`src/mfi_decoder_map.vh`:
```
// constants for the multifunction input decoder: function codes, mode values, filter timing
// assumes a 100 MHz clock and per-terminal 7-bit function codes
`ifndef MFI_DECODER_MAP_VH
`define MFI_DECODER_MAP_VH

`define NUM_TERMINALS 9
`define FUNC_CODE_W 7
`define FILTER_MS_W 6

// function codes
`define FN_UPDN_CLEAR 7'h11
`define FN_EXT_FAULT 7'h12
`define FN_THREE_LINE 7'h13
`define FN_DC_BRAKE_HOLD 7'h14
`define FN_RAMP_HOLD 7'h15
`define FN_PROC_LOOP_EN 7'h16
`define FN_STAGED_EN 7'h17
`define FN_SWING_EN 7'h18
`define FN_COMP_LOOP_EN 7'h19
`define FN_STAGED_RESET 7'h1A
`define FN_SWING_RESET 7'h1B
`define FN_SETPOINT_B0 7'h1C
`define FN_SETPOINT_B1 7'h1D
`define FN_SETPOINT_B2 7'h1E
`define FN_SETPOINT_SRC 7'h1F
`define FN_FEEDBACK_SRC 7'h20
`define FN_LOOP_SLEEP 7'h21
`define FN_SPEED_MODE 7'h22
`define FN_MIN_TORQUE_SEL 7'h23
`define FN_MAX_TORQUE_SEL 7'h24

// configuration values
`define RUN_SRC_TERMINAL 4'h1
`define WIRING_THREE_A 4'h2
`define WIRING_THREE_B 4'h3
`define TERMINAL_SELECT 4'h2
`define STOP_MEMORY_1 4'h1
`define STOP_MEMORY_2 4'h2
`define SWING_MEMORY_AT_STOP 4'h0
`define FAULT_EXT_EQUIPMENT 8'h11

// filter timing
`define FILTER_DEFAULT_MS 6'h05
`define FILTER_MIN_MS 6'h01
`define FILTER_MAX_MS 6'h32
`define CLK_FREQ_HZ 100000000
`define MS_PER_S 1000
`define CYCLES_PER_MS (`CLK_FREQ_HZ / `MS_PER_S)
`define MS_TICK_W 17
`define MS_TICK_LAST 17'h1869F

`endif

```
`src/input_debounce.v`:
```
// one terminal: three-stage synchroniser then stability filter in ms ticks
// assumes a shared 1 ms tick pulse and a filter time already clamped to its range
`timescale 1ns/1ps
`include "mfi_decoder_map.vh"

module input_debounce (
    // clock and reset
    input wire clk,
    input wire resetn,
    // timing
    input wire ms_tick,
    input wire [`FILTER_MS_W-1:0] filter_ms,
    // terminal
    input wire pin,
    output reg level
);

reg sync1;
reg sync2;
reg sync3;
reg [`FILTER_MS_W-1:0] count;

always @(posedge clk) begin
    if (!resetn) begin
        sync1 <= 1'b0;
        sync2 <= 1'b0;
        sync3 <= 1'b0;
        count <= {`FILTER_MS_W{1'b0}};
        level <= 1'b0;
    end else begin
        sync1 <= pin;
        sync2 <= sync1;
        sync3 <= sync2;
        // a candidate counts only where stages two and three agree
        if (sync2 != sync3 || sync3 == level) begin
            count <= {`FILTER_MS_W{1'b0}};
        end else if (ms_tick) begin
            if (count + 6'h01 >= filter_ms) begin
                level <= sync3;
                count <= {`FILTER_MS_W{1'b0}};
            end else begin
                count <= count + 6'h01;
            end
        end
    end
end

endmodule

```
`src/mfi_decoder.v`:
```
// multifunction digital input decoder for function codes 17 to 36
// assumes raw terminal pins from outside the clock domain and static configuration ports
//
// Summary of operation
// - function 17 zeroes the increment/decrement setpoint
// - zero-clear touches only that setpoint source
// - external fault latches fault code, forces stop
// - function 19 is third wire, three-line only
// - stopping below brake threshold, brake while 20 held
// - brake ends on release; duration ignored
// - function 21 holds frequency, suspends ramping
// - function 22 switches process loop, terminal mode
// - function 23 gates staged program, mode 2
// - function 24 runs swing pattern, mode 2
// - 24 released: ramp to swing preset
// - function 25 gates compensation loop, mode 2
// - function 26 clears retained staged position
// - function 27 clears retained swing state
// - functions 28-30 form setpoint stage code
// - function 31 selects loop setpoint source
// - function 32 selects loop feedback source
// - function 33 activates loop sleep, mode 2
// - function 34 chooses speed or torque mode
// - function 35 chooses minimum torque limit
// - function 36 switches upper torque limit
// - asserted 36 selects maximum limit 2
// - changes accepted only after filter time
`timescale 1ns/1ps
`include "mfi_decoder_map.vh"

module mfi_decoder (
    // clock and reset
    input wire clk,
    input wire resetn,
    // terminals and their function codes, terminal n in bits n*7 up
    input wire [`NUM_TERMINALS-1:0] terminal_pin,
    input wire [`NUM_TERMINALS*`FUNC_CODE_W-1:0] terminal_func,
    // filter times, low group terminals 0-4, high group 5-8
    input wire [`FILTER_MS_W-1:0] input_filter_time_low_group,
    input wire [`FILTER_MS_W-1:0] input_filter_time_high_group,
    // configuration digits
    input wire [3:0] run_command_source,
    input wire [3:0] terminal_wiring_mode,
    input wire [3:0] staged_program_mode_run,
    input wire [3:0] staged_program_mode_memory,
    input wire [3:0] swing_run_config_enable,
    input wire [3:0] swing_run_config_memory,
    input wire [3:0] compensation_loop_enable_source,
    input wire [3:0] loop_sleep_source,
    input wire proc_loop_terminal_select,
    // drive state
    input wire decel_stopping,
    input wire below_brake_threshold,
    input wire fault_clear,
    // actions
    output reg updn_setpoint_clear,
    output reg ext_fault_stop,
    output reg [7:0] fault_code,
    output reg three_line_enable,
    output reg three_line_stop_n,
    output reg dc_brake_hold,
    output reg dc_brake_timer_ignore,
    output reg ramp_hold,
    output reg proc_loop_enable,
    output reg staged_program_enable,
    output reg swing_enable,
    output reg swing_to_preset,
    output reg comp_loop_enable,
    output reg staged_position_clear,
    output reg swing_state_clear,
    output reg [2:0] setpoint_stage,
    output reg setpoint_source_2,
    output reg feedback_source_2,
    output reg loop_sleep,
    output reg speed_mode,
    output reg min_torque_limit_2,
    output reg max_torque_limit_2
);

localparam [`FILTER_MS_W-1:0] FILTER_MIN = `FILTER_MIN_MS;
localparam [`FILTER_MS_W-1:0] FILTER_MAX = `FILTER_MAX_MS;
localparam [`MS_TICK_W-1:0] TICK_LAST = `MS_TICK_LAST;
localparam [`MS_TICK_W-1:0] TICK_ONE = `MS_TICK_W'h00001;

// out of range settings fall back to the nearest limit rather than stalling the filter
function [`FILTER_MS_W-1:0] clamp_ms;
    input [`FILTER_MS_W-1:0] value;
    begin
        if (value < FILTER_MIN) begin
            clamp_ms = FILTER_MIN;
        end else if (value > FILTER_MAX) begin
            clamp_ms = FILTER_MAX;
        end else begin
            clamp_ms = value;
        end
    end
endfunction

// or of the filtered levels whose terminal carries the given code
function func_active;
    input [`NUM_TERMINALS-1:0] levels;
    input [`NUM_TERMINALS*`FUNC_CODE_W-1:0] codes;
    input [`FUNC_CODE_W-1:0] code;
    integer i;
    begin
        func_active = 1'b0;
        for (i = 0; i < `NUM_TERMINALS; i = i + 1) begin
            if (codes[i*`FUNC_CODE_W +: `FUNC_CODE_W] == code && levels[i]) begin
                func_active = 1'b1;
            end
        end
    end
endfunction

reg [`MS_TICK_W-1:0] tick_count;
reg ms_tick;
wire [`NUM_TERMINALS-1:0] level;
wire [`FILTER_MS_W-1:0] low_ms;
wire [`FILTER_MS_W-1:0] high_ms;

assign low_ms = clamp_ms(input_filter_time_low_group);
assign high_ms = clamp_ms(input_filter_time_high_group);

always @(posedge clk) begin
    if (!resetn) begin
        tick_count <= {`MS_TICK_W{1'b0}};
        ms_tick <= 1'b0;
    end else begin
        ms_tick <= (tick_count == TICK_LAST);
        if (tick_count == TICK_LAST) begin
            tick_count <= {`MS_TICK_W{1'b0}};
        end else begin
            tick_count <= tick_count + TICK_ONE;
        end
    end
end

genvar g;
generate
    for (g = 0; g < `NUM_TERMINALS; g = g + 1) begin : terminal
        input_debounce filter (
            .clk(clk),
            .resetn(resetn),
            .ms_tick(ms_tick),
            .filter_ms((g < 5) ? low_ms : high_ms),
            .pin(terminal_pin[g]),
            .level(level[g])
        );
    end
endgenerate

// decoded function levels, filtered only
wire f_updn_clear = func_active(level, terminal_func, `FN_UPDN_CLEAR);
wire f_ext_fault = func_active(level, terminal_func, `FN_EXT_FAULT);
wire f_three_line = func_active(level, terminal_func, `FN_THREE_LINE);
wire f_brake = func_active(level, terminal_func, `FN_DC_BRAKE_HOLD);
wire f_ramp_hold = func_active(level, terminal_func, `FN_RAMP_HOLD);
wire f_proc_loop = func_active(level, terminal_func, `FN_PROC_LOOP_EN);
wire f_staged = func_active(level, terminal_func, `FN_STAGED_EN);
wire f_swing = func_active(level, terminal_func, `FN_SWING_EN);
wire f_comp = func_active(level, terminal_func, `FN_COMP_LOOP_EN);
wire f_staged_reset = func_active(level, terminal_func, `FN_STAGED_RESET);
wire f_swing_reset = func_active(level, terminal_func, `FN_SWING_RESET);
wire f_sp0 = func_active(level, terminal_func, `FN_SETPOINT_B0);
wire f_sp1 = func_active(level, terminal_func, `FN_SETPOINT_B1);
wire f_sp2 = func_active(level, terminal_func, `FN_SETPOINT_B2);
wire f_sp_src = func_active(level, terminal_func, `FN_SETPOINT_SRC);
wire f_fb_src = func_active(level, terminal_func, `FN_FEEDBACK_SRC);
wire f_sleep = func_active(level, terminal_func, `FN_LOOP_SLEEP);
wire f_speed = func_active(level, terminal_func, `FN_SPEED_MODE);
wire f_min_tq = func_active(level, terminal_func, `FN_MIN_TORQUE_SEL);
wire f_max_tq = func_active(level, terminal_func, `FN_MAX_TORQUE_SEL);

wire three_line_mode = (run_command_source == `RUN_SRC_TERMINAL) &&
    (terminal_wiring_mode == `WIRING_THREE_A || terminal_wiring_mode == `WIRING_THREE_B);
wire brake_window = decel_stopping && below_brake_threshold;
wire stop_memory = (staged_program_mode_memory == `STOP_MEMORY_1) ||
    (staged_program_mode_memory == `STOP_MEMORY_2);
wire swing_terminal = (swing_run_config_enable == `TERMINAL_SELECT);

always @(posedge clk) begin
    if (!resetn) begin
        updn_setpoint_clear <= 1'b0;
        ext_fault_stop <= 1'b0;
        fault_code <= 8'h00;
        three_line_enable <= 1'b0;
        three_line_stop_n <= 1'b0;
        dc_brake_hold <= 1'b0;
        dc_brake_timer_ignore <= 1'b0;
        ramp_hold <= 1'b0;
        proc_loop_enable <= 1'b0;
        staged_program_enable <= 1'b0;
        swing_enable <= 1'b0;
        swing_to_preset <= 1'b0;
        comp_loop_enable <= 1'b0;
        staged_position_clear <= 1'b0;
        swing_state_clear <= 1'b0;
        setpoint_stage <= 3'h0;
        setpoint_source_2 <= 1'b0;
        feedback_source_2 <= 1'b0;
        loop_sleep <= 1'b0;
        speed_mode <= 1'b0;
        min_torque_limit_2 <= 1'b0;
        max_torque_limit_2 <= 1'b0;
    end else begin
        // only the up/down accumulator sees this clear
        updn_setpoint_clear <= f_updn_clear;
        // fault stays latched; a new fault wins over a same-cycle clear
        if (f_ext_fault) begin
            ext_fault_stop <= 1'b1;
            fault_code <= `FAULT_EXT_EQUIPMENT;
        end else if (fault_clear) begin
            ext_fault_stop <= 1'b0;
            fault_code <= 8'h00;
        end
        three_line_enable <= three_line_mode;
        three_line_stop_n <= three_line_mode && f_three_line;
        // brake follows the input, never a timer, inside the stop window
        dc_brake_hold <= brake_window && f_brake;
        dc_brake_timer_ignore <= brake_window && f_brake;
        ramp_hold <= f_ramp_hold;
        proc_loop_enable <= proc_loop_terminal_select && f_proc_loop;
        staged_program_enable <= (staged_program_mode_run == `TERMINAL_SELECT) && f_staged;
        swing_enable <= swing_terminal && f_swing;
        // ramp time choice is left to the ramp block, default time 1
        swing_to_preset <= swing_terminal && !f_swing;
        comp_loop_enable <= (compensation_loop_enable_source == `TERMINAL_SELECT) && f_comp;
        staged_position_clear <= stop_memory && f_staged_reset;
        swing_state_clear <= (swing_run_config_memory == `SWING_MEMORY_AT_STOP) && f_swing_reset;
        setpoint_stage <= {f_sp2, f_sp1, f_sp0};
        setpoint_source_2 <= f_sp_src;
        feedback_source_2 <= f_fb_src;
        loop_sleep <= (loop_sleep_source == `TERMINAL_SELECT) && f_sleep;
        speed_mode <= f_speed;
        min_torque_limit_2 <= f_min_tq;
        max_torque_limit_2 <= f_max_tq;
    end
end

endmodule

```
`config.mk`:
```
export PLATFORM = sky130hd
export DESIGN_NAME = mfi_decoder
export DESIGN_NICKNAME = d
export VERILOG_FILES = /design/src/input_debounce.v /design/src/mfi_decoder.v
export VERILOG_INCLUDE_DIRS = /design/src
export SDC_FILE = /design/constraint.sdc
export NUM_CORES = 1
export LEC_CHECK = 0
export CAP_MARGIN = 20
export CORE_MARGIN = 4
export CORE_UTILIZATION = 30
export CTS_CLUSTER_SIZE = 25
export DETAILED_ROUTE_END_ITERATION = 10
export DONT_BUFFER_PORTS = 1
export PLACE_DENSITY = 0.43
export SYNTH_ARGS = -nofsm -noshare
export SYNTH_HDL_FRONTEND = slang
export SYNTH_SLANG_ARGS = --single-unit
```
`constraint.sdc`:
```
create_clock -name clk -period 3.47 [get_ports clk]
set_clock_uncertainty 0.1 [all_clocks]
set_input_delay 0.694 -clock clk [delete_from_list [all_inputs] [get_ports clk]]
set_output_delay 0.694 -clock clk [all_outputs]
set_load 0.01 [all_outputs]
```
==> results.md, run 1 <==
- Synth top area share: approximately 30%
- Area contributors post-synth: dfxtp_1 30%, ha_1 8.1%, nand3_1 7.3%
- Reg2Reg Depth: 9
- Max Slew Vio Count: 0
- Max cap viols: 0
- Relative slew slack: around 40%
- Hold_sp: proc_loop_terminal_select
- Hold endpoint: proc_loop_enable
- Post-Route WL: ~29 mm
- Core area: 0.02878 mm^2
- Leakage power: about 3.5 nW
- Gr busiest metal: met2
- Syn-to-layout area delta: 12.20%
- Vias in the first global route: about 8,000
- Worst Hold Class: in -> reg
- Worst R2R Setup Slack: roughly 0.93 ns
- DIE AREA: between 0.03 and 0.04 mm^2
- Number of synthesized flops with an enable pin: 0
- Antenna violations before repair: 1
- Final Critical Period: 2.972 ns
- Overflow after GRT: 0
- Nets: roughly 1,300
- CP required: roughly 3.7 ns
- Site row count: between 60 and 70
- Crit Path Class: in -> reg
- Crit start category: primary input
- Vias: about 8,500
- Max Root-Sink Buffers: 2
- Final setup viols: 0
- Avg Cell Area, Syn: about 7.6 um^2
- Setup tns final: 0 ns
- FF/Latch Area: approximately 0.0026 mm^2
- First-pass GRT wire length: ~44 mm
- Hold_buf cts: 0
- Clk sinks: 130
- Worst hold margin: about 0.28 ns
- Layout cells sized above 1: about 5.4%
- IO Count: between 150 and 200
- Unrepaired setup endpoints after global routing: no
- Dominant cell type by area after synthesis: dfxtp_1
- First-pass DRT Iterations: 6
- Grt met2 use: between 20% and 30%
- Synthesized area: between 0.008 and 0.009 mm^2
- Post-synth cell types: 62
- Clock Latency Late Sink: 0.43 ns
- Crit-path max FO: 10
- Tot GR Track Use: around 18%
- Dpl hpwl: between 20 and 25 mm
- Peak VDD IR: between 300 and 400 uV
- Die X: between 150 and 200 um
- Slew @ Worst Pin: ~0.91 ns
- CTS buffer count: 17
- Setup Fix Bufs, Post-CTS: 0
- Cells after Synth: between 1,000 and 1,500
- Synthesized flop and latch total: 130
- Routability cong.: 0.9502
- R2r startpoint: terminal[8].filter.count[0]
- Largest net degree at the start of global routing: roughly 70
- Initial Util: between 30% and 40%
- Crit path DAT: approximately 3.2 ns
- Final Hold Fails: 0
- Grt met3 use: under 10%
- Sequential area share after synthesis: between 20% and 30%
- Die extent in y: 179.1 um
- Pwr per Cell Area: about 380 mW/mm^2
- Iter 0 DRT Violations: around 770
- Post-synth top flop: dfxtp_1
- Met1 Use GR: between 20% and 30%
- Status: complete, no violations
- WL per Instance: around 19 um
- Async set-reset flop share out of synthesis: 0%
- Reg2reg end: terminal[8].filter.level
- Worst hold path stage count: 2
- Final period util: a little under nine tenths
- Resized Gates After CTS: 0
- DR vias/cell: about 5.5
- Max Clk Rate: 0.3365 GHz
- # DRC: 0
- Multi-input gate area: 0.005892 mm^2
- Clock-pin slew of the registers on the worst-case setup and hold paths: ~0.06 ns
- Port bufs: 0
- DRT antenna net count: 0
- Yosys warnings: 0
- Htree depth: 4
- Root buf cell: clkbuf_16
- CTS tree: yes
- Fill count: ~3,100
- CP endpoint kind: register
==> final cells by class <==
class	instances	area share, %
Antenna cell	1	0.02540
Clock buffer	18	4.457
Tap cell	384	4.876
Sequential cell	130	26.43
Multi-Input combinational cell	962	59.80
Clock inverter	14	2.057
Inverter	18	0.6857
Timing Repair Buffer	22	1.676
==> cell usage after synthesis (3+ instances only) <==
master / n
buf_4: 9
a211o_1: 4
a22oi_1: 3
nor3_1: 32
nor4b_1: 9
nor4_1: 8
or2_2: 3
and2_1: 39
and3b_1: 4
nand3_1: 128
a21oi_1: 61
and3_1: 10
nand2b_1: 29
nor2_1: 113
a2111oi_0: 8
a221oi_1: 7
nand2_1: 132
inv_1: 18
o311ai_0: 7
dfxtp_1: 130
nand4_1: 31
o22ai_1: 26
xnor2_1: 18
and4b_1: 7
o21bai_1: 7
o211ai_1: 16
nor3b_1: 19
o21a_1: 8
nor2b_1: 11
or3_1: 9
ha_1: 57
o221ai_1: 3
o21ai_0: 34
clkbuf_1: 43
nand3b_1: 14
a41oi_1: 4
a31oi_1: 21
a21o_1: 8
nand4b_1: 8
a211oi_1: 5
xor2_1: 25
==> placed cells by master, fill, tap and decap left out, types with 17 or more instances in the layout <==
master / n
nor3b_1: 19
nor3_1: 32
clkbuf_16: 17
inv_1: 17
o22ai_1: 26
a31oi_1: 21
a21oi_1: 61
dfxtp_1: 129
nor2_1: 113
nand3_1: 128
ha_1: 57
xor2_1: 25
nand2b_1: 29
and2_1: 39
nand4_1: 31
xnor2_1: 18
nand2_1: 132
buf_4: 22
o21ai_0: 34
==> metal layers <==
layer  vias to the layer above  part of all wire [%]  wire (um)
met5                         -                     0          0
met4                         0                   2.1        620
met3                        45                   7.9       2292
met2                       262                    45      13070
li1                       4259                     -          -
met1                      3940                    45      13050
==> how the worst max path moves through the flow <==
stage	start	end	slack [ns]
floorplan	input_filter_time_low_group[2]	terminal[0].filter.count[2]	0.33
global placement	input_filter_time_low_group[2]	terminal[3].filter.count[2]	0.07
detailed placement	input_filter_time_low_group[2]	terminal[2].filter.count[1]	0.05
CTS	input_filter_time_low_group[2]	terminal[2].filter.count[1]	0.48
global route	input_filter_time_low_group[2]	terminal[0].filter.count[1]	0.21
finish	input_filter_time_high_group[2]	terminal[5].filter.count[2]	0.50
==> state kept, by name (all words and copies together) (netlist names), 3 cells and up <==
register and cells:
terminal.filter.level 9, setpoint_stage 3, terminal.filter.sync1 9, tick_count 17, terminal.filter.sync2 9, terminal.filter.sync3 9
terminal.filter.count 54
==> report_power, final <==
part | total, mW | switching [mW] | internal (mW)
sequential | 1.52 | 0.00992 | 1.51
combinational | 0.194 | 0.111 | 0.0826
clock | 1.99 | 0.758 | 1.23
total | 3.70 | 0.879 | 2.82
==> metrics by stage <==
| step | utilization [%] | power (mW) | worst slack (ns) | cells | instance area (um^2) |
|---|---|---|---|---|---|
| 6_report | 34.24 | 3.702 | 0.4983 | 1549 | 9853 |
| 3_3_place_gp | 32.00 | 1.744 | 0.07240 | 1516 | 9209 |
| 2_1_floorplan | - | 1.704 | 0.3266 | 1164 | 8801 |
| 4_1_cts | 34.23 | 3.772 | 0.4797 | 1548 | 9851 |
| 3_5_place_dp | 32.00 | 1.745 | 0.05224 | 1516 | 9209 |
| 5_1_grt | 34.24 | 3.850 | 0.2139 | 1549 | 9853 |
==> kinds of logic (layout without fill, tap and decap cells) <==
group / count (synthesis) / in the layout / share of synthesized area (%)
simple gates: 614 / 614 / 36.09
buf+inv: 72 / 72 / 3.490
compound gates: 242 / 242 / 18.34
other cells: 1 / 7 / 0.04270
xor+xnor: 43 / 43 / 4.288
flops: 130 / 130 / 29.63
fa+ha+maj: 57 / 57 / 8.121
==> critical path, stage by stage <==
cell and delay (ns):
or2_2 0.30, o21ai_0 0.15, a21oi_1 0.09, nor2_1 0.10, buf_4 0.14, ha_1 0.22
nand2b_1 0.14, a2111oi_0 0.62, o211ai_1 0.22, nand3_1 0.11, buf_4 0.17, nand4b_1 0.11
a21oi_1 0.16
No activity file was read; power rests on OpenSTA's default activity.
==> run 2: changes to the inputs <==
--- a/config.mk
+++ b/config.mk
@@ -7,7 +7,6 @@
 export NUM_CORES = 1
 export LEC_CHECK = 0
 export CAP_MARGIN = 20
-export CORE_MARGIN = 4
 export CORE_UTILIZATION = 30
 export CTS_CLUSTER_SIZE = 25
 export DETAILED_ROUTE_END_ITERATION = 10
==> constraint.sdc (replaced) <==
create_clock -name clk -period 3.47 [get_ports clk]
set_clock_uncertainty 0.1 [all_clocks]
set_input_delay 0.1735 -clock clk [delete_from_list [all_inputs] [get_ports clk]]
set_output_delay 0.1735 -clock clk [all_outputs]
set_load 0.01 [all_outputs]
==> results.md, run 2 (synthesis gave the netlist of run 1 again) <==
- Status: complete, no violations
- Max Slew Vio Count: 0 (unchanged)
- Worst Hold Class: in -> reg
- Unrepaired setup endpoints after global routing: no
- Max cap viols: 0 (unchanged)
- Clock Latency Late Sink: 0.42 ns (about the same)
- CTS tree: yes
- Root buf cell: clkbuf_16
- Resized Gates After CTS: 0 (unchanged)
- First-pass DRT Iterations: 5 (-1)
- Nets: 1,369 (+2.9%)
- Htree depth: 4 (unchanged)
- Tot GR Track Use: 19.57% (+1.8 points)
- Routability cong.: 0.9329 (-1.8%)
- WL per Instance: 18.58 um (-0.87%)
- CP Cell Sequence: nor2b_1, nand2_1, nor3_1, dlygate4sd3_1, nor3_1, dlygate4sd3_1, a31oi_1, dlygate4sd3_1
- Slew @ Worst Pin: 0.9103 ns (-0.0004164 ns)
- Vias: 8,766 (+3.1%)
- Crit-path max FO: 9 (-1)
- Multi-input gate area: 0.005892 mm^2 (unchanged)
- Final setup viols: 0 (unchanged)
- DR vias/cell: 5.527 (+0.65%)
- Overflow after GRT: 0 (unchanged)
- First-pass GRT wire length: 45.85 mm (+3.5%)
- Peak VDD IR: 317.7 uV (+2.7%)
- Leakage power: 3.616 nW (+4.6%)
- Die X: 173.1 um (-3.4%)
- Number of flip-flops in the largest register: 54 (unchanged)
- Clk sinks: 130 (unchanged)
- Crit Path Class: reg -> reg
- Final period util: 92.24% (+6.6 points)
- Syn-to-layout area delta: 16.68%
- Layout cells sized above 1: 4.160% (-1.3 points)
- Final Hold Fails: 0 (unchanged)
- Diode count: 0 (-1)
- Crit start category: register
- Biggest register: terminal.filter.count
- DIE AREA: 0.02996 mm^2 (-6.6%)
- Critical path's most frequent cell: dlygate4sd3_1
- Most common cell after layout, fill and taps aside: nand2_1
- Tot Pwr: 3.614 mW (-2.4%)
- Crit path DAT: 3.47 ns (+0.24 ns)
- Dpl hpwl: 21.92 mm (-0.37%)
- Largest net degree at the start of global routing: 59 (-14%)
- Site row count: 62 (unchanged)
- Fill count: 3,028 (-0.82%)
- Setup tns final: 0 ns (unchanged)
- Antenna violations before repair: 0 (-1)
- Max Clk Rate: 0.3124 GHz (-7.2%)
- Clock-pin slew of the registers on the worst-case setup and hold paths: 0.06 ns (about the same)
- Vias in the first global route: 8,114 (+3.5%)
- Post-layout util: 35.61% (+1.4 points)
- # DRC: 0 (unchanged)
- Post-Route WL: 29.46 mm (+1.5%)
- CTS buffer count: 17 (unchanged)
- Iter 0 DRT Violations: 830 (+8.5%)
- Top flop regs: terminal.filter.count x54, tick_count x17
- CP required: 3.74 ns (about the same)
- FF/Latch Area: 0.002604 mm^2 (unchanged)
- Most frequent cells in the layout: 132 x nand2_1, 129 x dfxtp_1, 128 x nand3_1
- Relative slew slack: 39.18% (about the same)
- Maximum cell stage delay along the critical path: 0.57 ns (-0.05 ns)
- Core area: 0.02878 mm^2 (unchanged)
- Worst path slowest cell: dlygate4sd3_1
- Max Root-Sink Buffers: 2 (unchanged)
- DRT antenna net count: 0 (unchanged)
- IO Count: 153 (unchanged)
- Die extent in y: 173.1 um (-3.4%)
- Worst hold margin: 0.03633 ns (-0.2417 ns)
- Initial Util: 30.51% (unchanged)
- Final Critical Period: 3.201 ns (+0.2291 ns)
- Pwr per Cell Area: 352.6 mW/mm^2 (-6.1%)
- Port bufs: 0 (unchanged)
- CP endpoint kind: register
-- run 2: cell types whose count changed in the layout (fill, tap and decap cells not counted), moves of 2 or more --
cell	change
clkinv_2	+2
dlygate4sd3_1	+49
clkinv_4	-3
buf_4	-11
clkbuf_8	+2
clkbuf_1	+2
-- run 2: area by class of cell --
type / instances / share of cell area, %
multi-input cells: 962 / 57.50
repair buffers: 61 / 5.861
inverters: 18 / 0.6593
clock inverters: 9 / 1.258
flip-flops and latches: 130 / 25.41
clock buffers: 22 / 4.628
well taps: 384 / 4.689
-- run 2: critical path, delay by kind of cell (launching register included) --
| kind | cells | cell delay, ns |
|---|---|---|
| buffers and inverters | 3 | 1.70 |
| AOI/OAI and AO/OA | 1 | 0.12 |
| DFF | 1 | 0.50 |
| and+or+nand+nor | 4 | 0.71 |
-- run 2: worst paths after layout --
path / from / end / slack, ns / depth (start not counted)
max reg2reg: terminal[8].filter.level / fault_code[0] / 0.27 / 8
min: resetn / terminal[4].filter.sync1 / 0.04 / 2
max: terminal[8].filter.level / fault_code[0] / 0.27 / 8
min reg2reg: terminal[2].filter.sync1 / terminal[2].filter.sync2 / 0.33 / 1
-- run 2: metrics by stage --
step	std cells	instance area (um^2)	worst slack, ns
floorplan	1164	8801	0.8471
global placement	1505	9126	0.4995
detailed placement	1505	9126	0.4413
CTS	1586	10250	0.3378
global route	1586	10250	0.2089
finish	1586	10250	0.2693
-- run 2: metal layers --
metal  vias to the layer above  track usage [%]  wire length, um
li1                       4340                -                -
met1                      4104            26.67            13630
met2                       279            30.11            13200
met3                        43            5.101             2042
met4                         0            5.900              587
met5                         -                0                0
-- run 2: timing repair --
| action | CTS | global route |
|---|---|---|
| hold buffers | 50 | 0 |
| hold endpoints to repair | 103 | 0 |
| setup buffers | 0 | 0 |
-- run 2: power by group --
part           internal, mW  leakage (nW)  total, mW  switching, mW
combinational         0.102          2.27      0.229          0.128
sequential             1.51          1.05       1.52         0.0100
clock                  1.18         0.292       1.87          0.684
total                  2.79          3.62       3.61          0.821
==> run 3: changes to the inputs <==
--- a/config.mk
+++ b/config.mk
@@ -6,12 +6,14 @@
 export SDC_FILE = /design/constraint.sdc
 export NUM_CORES = 1
 export LEC_CHECK = 0
+export ABC_AREA = 1
 export CAP_MARGIN = 20
 export CORE_UTILIZATION = 30
 export CTS_CLUSTER_SIZE = 25
 export DETAILED_ROUTE_END_ITERATION = 10
 export DONT_BUFFER_PORTS = 1
 export PLACE_DENSITY = 0.43
+export REMOVE_ABC_BUFFERS = 1
 export SYNTH_ARGS = -nofsm -noshare
 export SYNTH_HDL_FRONTEND = slang
 export SYNTH_SLANG_ARGS = --single-unit
==> results.md, run 3 <==
- First-pass DRT Iterations: 5 (unchanged)
- Synthesized area: 0.009218 mm^2 (+5.0%)
- Vias: 9,287 (+5.9%)
- Int Pwr: 2.816 mW (+0.86%)
- Worst path slowest cell: dfxtp_1
- Max Clk Rate: 0.4223 GHz (+35%)
- Dpl hpwl: 22.66 mm (+3.4%)
- Reg2Reg Depth: 11 (+3)
- Placed cells: 1,823 (+21%)
- Peak VDD IR: 321.6 uV (+1.2%)
- Slew @ Worst Pin: 0.7895 ns (-0.1207 ns)
- Critical path's most frequent cell: nand2_1
- Iter 0 DRT Violations: 576 (-31%)
- Top flop regs: terminal.filter.count x54, tick_count x17
- Layout cells sized above 1: 5.106% (+0.95 points)
- Clk sinks: 130 (unchanged)
- Yosys warnings: 0 (unchanged)
- Antenna violations before repair: 0 (unchanged)
- Final period util: 68.25% (-24 points)
- R2r startpoint: terminal[8].filter.count[0]
- DR vias/cell: 4.893 (-11%)
- Dominant cell type by area after synthesis: dfxtp_1
- Root buf cell: clkbuf_16
- Synth top area share: 28.23% (-1.4 points)
- Crit Path Class: reg -> reg
- CP endpoint kind: register
- First-pass GRT wire length: 46.42 mm (+1.2%)
- WL per Instance: 15.81 um (-15%)
- Final Critical Period: 2.368 ns (-0.8326 ns)
- Crit-path max FO: 6 (-3)
- CP required: 3.73 ns (about the same)
- Worst hold path stage count: 2 (unchanged)
- Worst hold margin: 0.01768 ns (-0.01866 ns)
- Reg2reg end: terminal[8].filter.count[5]
- Clock power frac: 53.1% (+1.5 points)
- Die extent in y: 177.3 um (+2.4%)
- Sequential share of power: 40.0% (-2.0 points)
- Final setup viols: 0 (unchanged)
- CP Cell Sequence: nand3_1, nand3b_1, xnor2_1, ha_1, nand2_1, nor2_1, nor3_1, nand2_1, nor2_1, nand2_1, a21oi_1
- Final Instance Count excl. Fillers: 1,898 (+20%)
- DRT antenna net count: 0 (unchanged)
- Syn-to-layout area delta: 15.89%
- Overflow after GRT: 0 (unchanged)
- Synthesized flop and latch total: 130 (unchanged)
- Crit path DAT: 2.63 ns (-0.84 ns)
- Routability cong.: 0.9495 (+1.8%)
- Worst Hold Class: in -> reg
- Biggest register: terminal.filter.count
- Relative slew slack: 46.96% (+7.8 points)
- Clock Latency Late Sink: 0.44 ns (+0.02 ns)
- # DRC: 0 (unchanged)
- Worst R2R Setup Slack: 1.10 ns (+0.83 ns)
- Setup tns final: 0 ns (unchanged)
- Area contributors post-synth: dfxtp_1 28%, nand2_1 14%, inv_1 11%
- Cells after Synth: 1,452 (+25%)
- Most common cell after layout, fill and taps aside: nand2_1
- Post-layout util: 35.66% (+0.059 points)
- Site row count: 63 (+1.6%)
- Post-synth top flop: dfxtp_1
- Tot GR Track Use: 19.29% (-0.28 points)
- Synth cell count leaders: 332 x nand2_1, 259 x inv_1, 140 x nor2_1
- Hold endpoint: tick_count[1]
- Max Root-Sink Buffers: 2 (unchanged)
- Die X: 177.3 um (+2.4%)
- Fin area: 0.01068 mm^2 (+4.2%)
- Gate power share: 6.9% (+0.6 points)
- Maximum cell stage delay along the critical path: 0.40 ns (-0.17 ns)
- DIE AREA: 0.03143 mm^2 (+4.9%)
- Vias in the first global route: 8,633 (+6.4%)
- Number of flip-flops in the largest register: 54 (unchanged)
- Post-DP Area: 0.009610 mm^2 (+5.3%)
- Diode count: 0 (unchanged)
- CTS buffer count: 17 (unchanged)
- Status: complete, no violations
- Htree depth: 4 (unchanged)
- Nets: 1,674 (+22%)
- P_sw: 0.9687 mW (+18%)
- IO Count: 153 (unchanged)
- Leakage power: 4.932 nW (+36%)
- Initial Util: 30.77% (+0.26 points)
- CTS tree: yes
- Most common cell in the synthesized netlist: nand2_1
- Avg Cell Area, Syn: 6.348 um^2 (-16%)
- Pwr per Cell Area: 354.3 mW/mm^2 (+0.47%)
- Async set-reset flop share out of synthesis: 0% (unchanged)
- Sequential area share after synthesis: 28.23% (-1.4 points)
- Port bufs: 0 (unchanged)
- Post-Route WL: 30.01 mm (+1.9%)
- Final Hold Fails: 0 (unchanged)
- Core area: 0.02995 mm^2 (+4.1%)
- Number of synthesized flops with an enable pin: 0 (unchanged)
- Hold_sp: resetn
- Sw frac: 25.60% (+2.9 points)
- Max cap viols: 0 (unchanged)
- CP Launch Point: terminal[8].filter.count[0]
- Unrepaired setup endpoints after global routing: no
- Crit start category: register
- Post-synth cell types: 47 (-24%)
- Max Slew Vio Count: 0 (unchanged)
- Clock-pin slew of the registers on the worst-case setup and hold paths: 0.06 ns (about the same)
- Most frequent cells in the layout: 332 x nand2_1, 259 x inv_1, 140 x nor2_1
- Largest net degree at the start of global routing: 47 (-20%)
run 3: changes by cell type in the layout (fill, tap and decap cells not counted), moves of 13 or more:
cell and change:
o211ai_1 -16, nand4_1 +31, a31oi_1 -13, a21oi_1 +22
o22ai_1 -19, inv_1 +242, nand2b_1 -29, nand2_1 +200
nor3_2 +13, nor3b_1 -18, and2_1 -37, nor2_1 +27
run 3: worst max-delay path by stage:
stage	to	slack [ns]
floorplan	terminal[4].filter.count[1]	0.33
global route	terminal[8].filter.count[2]	0.83
CTS	terminal[8].filter.count[5]	1.05
detailed placement	terminal[4].filter.count[2]	0.92
finish	terminal[8].filter.count[5]	1.10
global placement	terminal[4].filter.count[2]	0.98
run 3: power groups by stage:
stage                     sequential [mW]  combinational, mW  clock [mW]
after global placement               1.55              0.218           0
after floorplan                      1.55              0.158           0
after global routing                 1.52              0.299        2.13
final                                1.52              0.261        2.01
after detailed placement             1.55              0.220           0
after CTS                            1.52              0.264        2.07
run 3: critical path, delay by kind of cell (launching register included):
family | cells | cell delay (ns)
AO/OA/AOI/OAI | 1 | 0.14
flip-flops | 1 | 0.40
adder cells (fa/ha/maj) | 1 | 0.28
XOR/XNOR | 1 | 0.21
AND/OR/NAND/NOR | 8 | 1.18
run 3: layer usage:
metal	part of all wire [%]	vias to the layer above	GRT usage (%)
met5	0	-	0
met4	1.5	0	5.093
met3	5.7	35	3.673
met2	44	254	30.73
met1	48	4199	26.41
li1	-	4799	-
run 3: through the flow:
step | setup WS, ns | power [mW]
global placement | 0.9790 | 1.767
detailed placement | 0.9239 | 1.769
floorplan | 0.3259 | 1.705
finish | 1.102 | 3.785
global route | 0.8302 | 3.940
CTS | 1.054 | 3.844
run 3: area by class of cell:
| class | instances | area (um^2) |
|---|---|---|
| fill | 3304 | 19270 |
| multi-input combinational | 1029 | 5469 |
| sequential | 130 | 2603 |
| inverter | 268 | 1006 |
| tap | 390 | 488.0 |
| timing repair buffer | 49 | 485.5 |
| clock buffer | 19 | 432.9 |
| clock inverter | 13 | 198.9 |
run 3: repair_timing:
item	in CTS	in global routing
endpoints found under the hold margin	49	0
buffers inserted	0	0
endpoints found under the setup margin	0	0
gates resized for setup	0	0
hold buffers	43	0
run 3: kinds of logic after synthesis:
group,Yosys count,share of synthesized area (%)
other cells,1,0.04068
compound gates,173,10.59
simple gates,756,37.25
buf+inv,298,12.64
fa+ha+maj,57,7.737
flops,130,28.23
xor+xnor,37,3.516
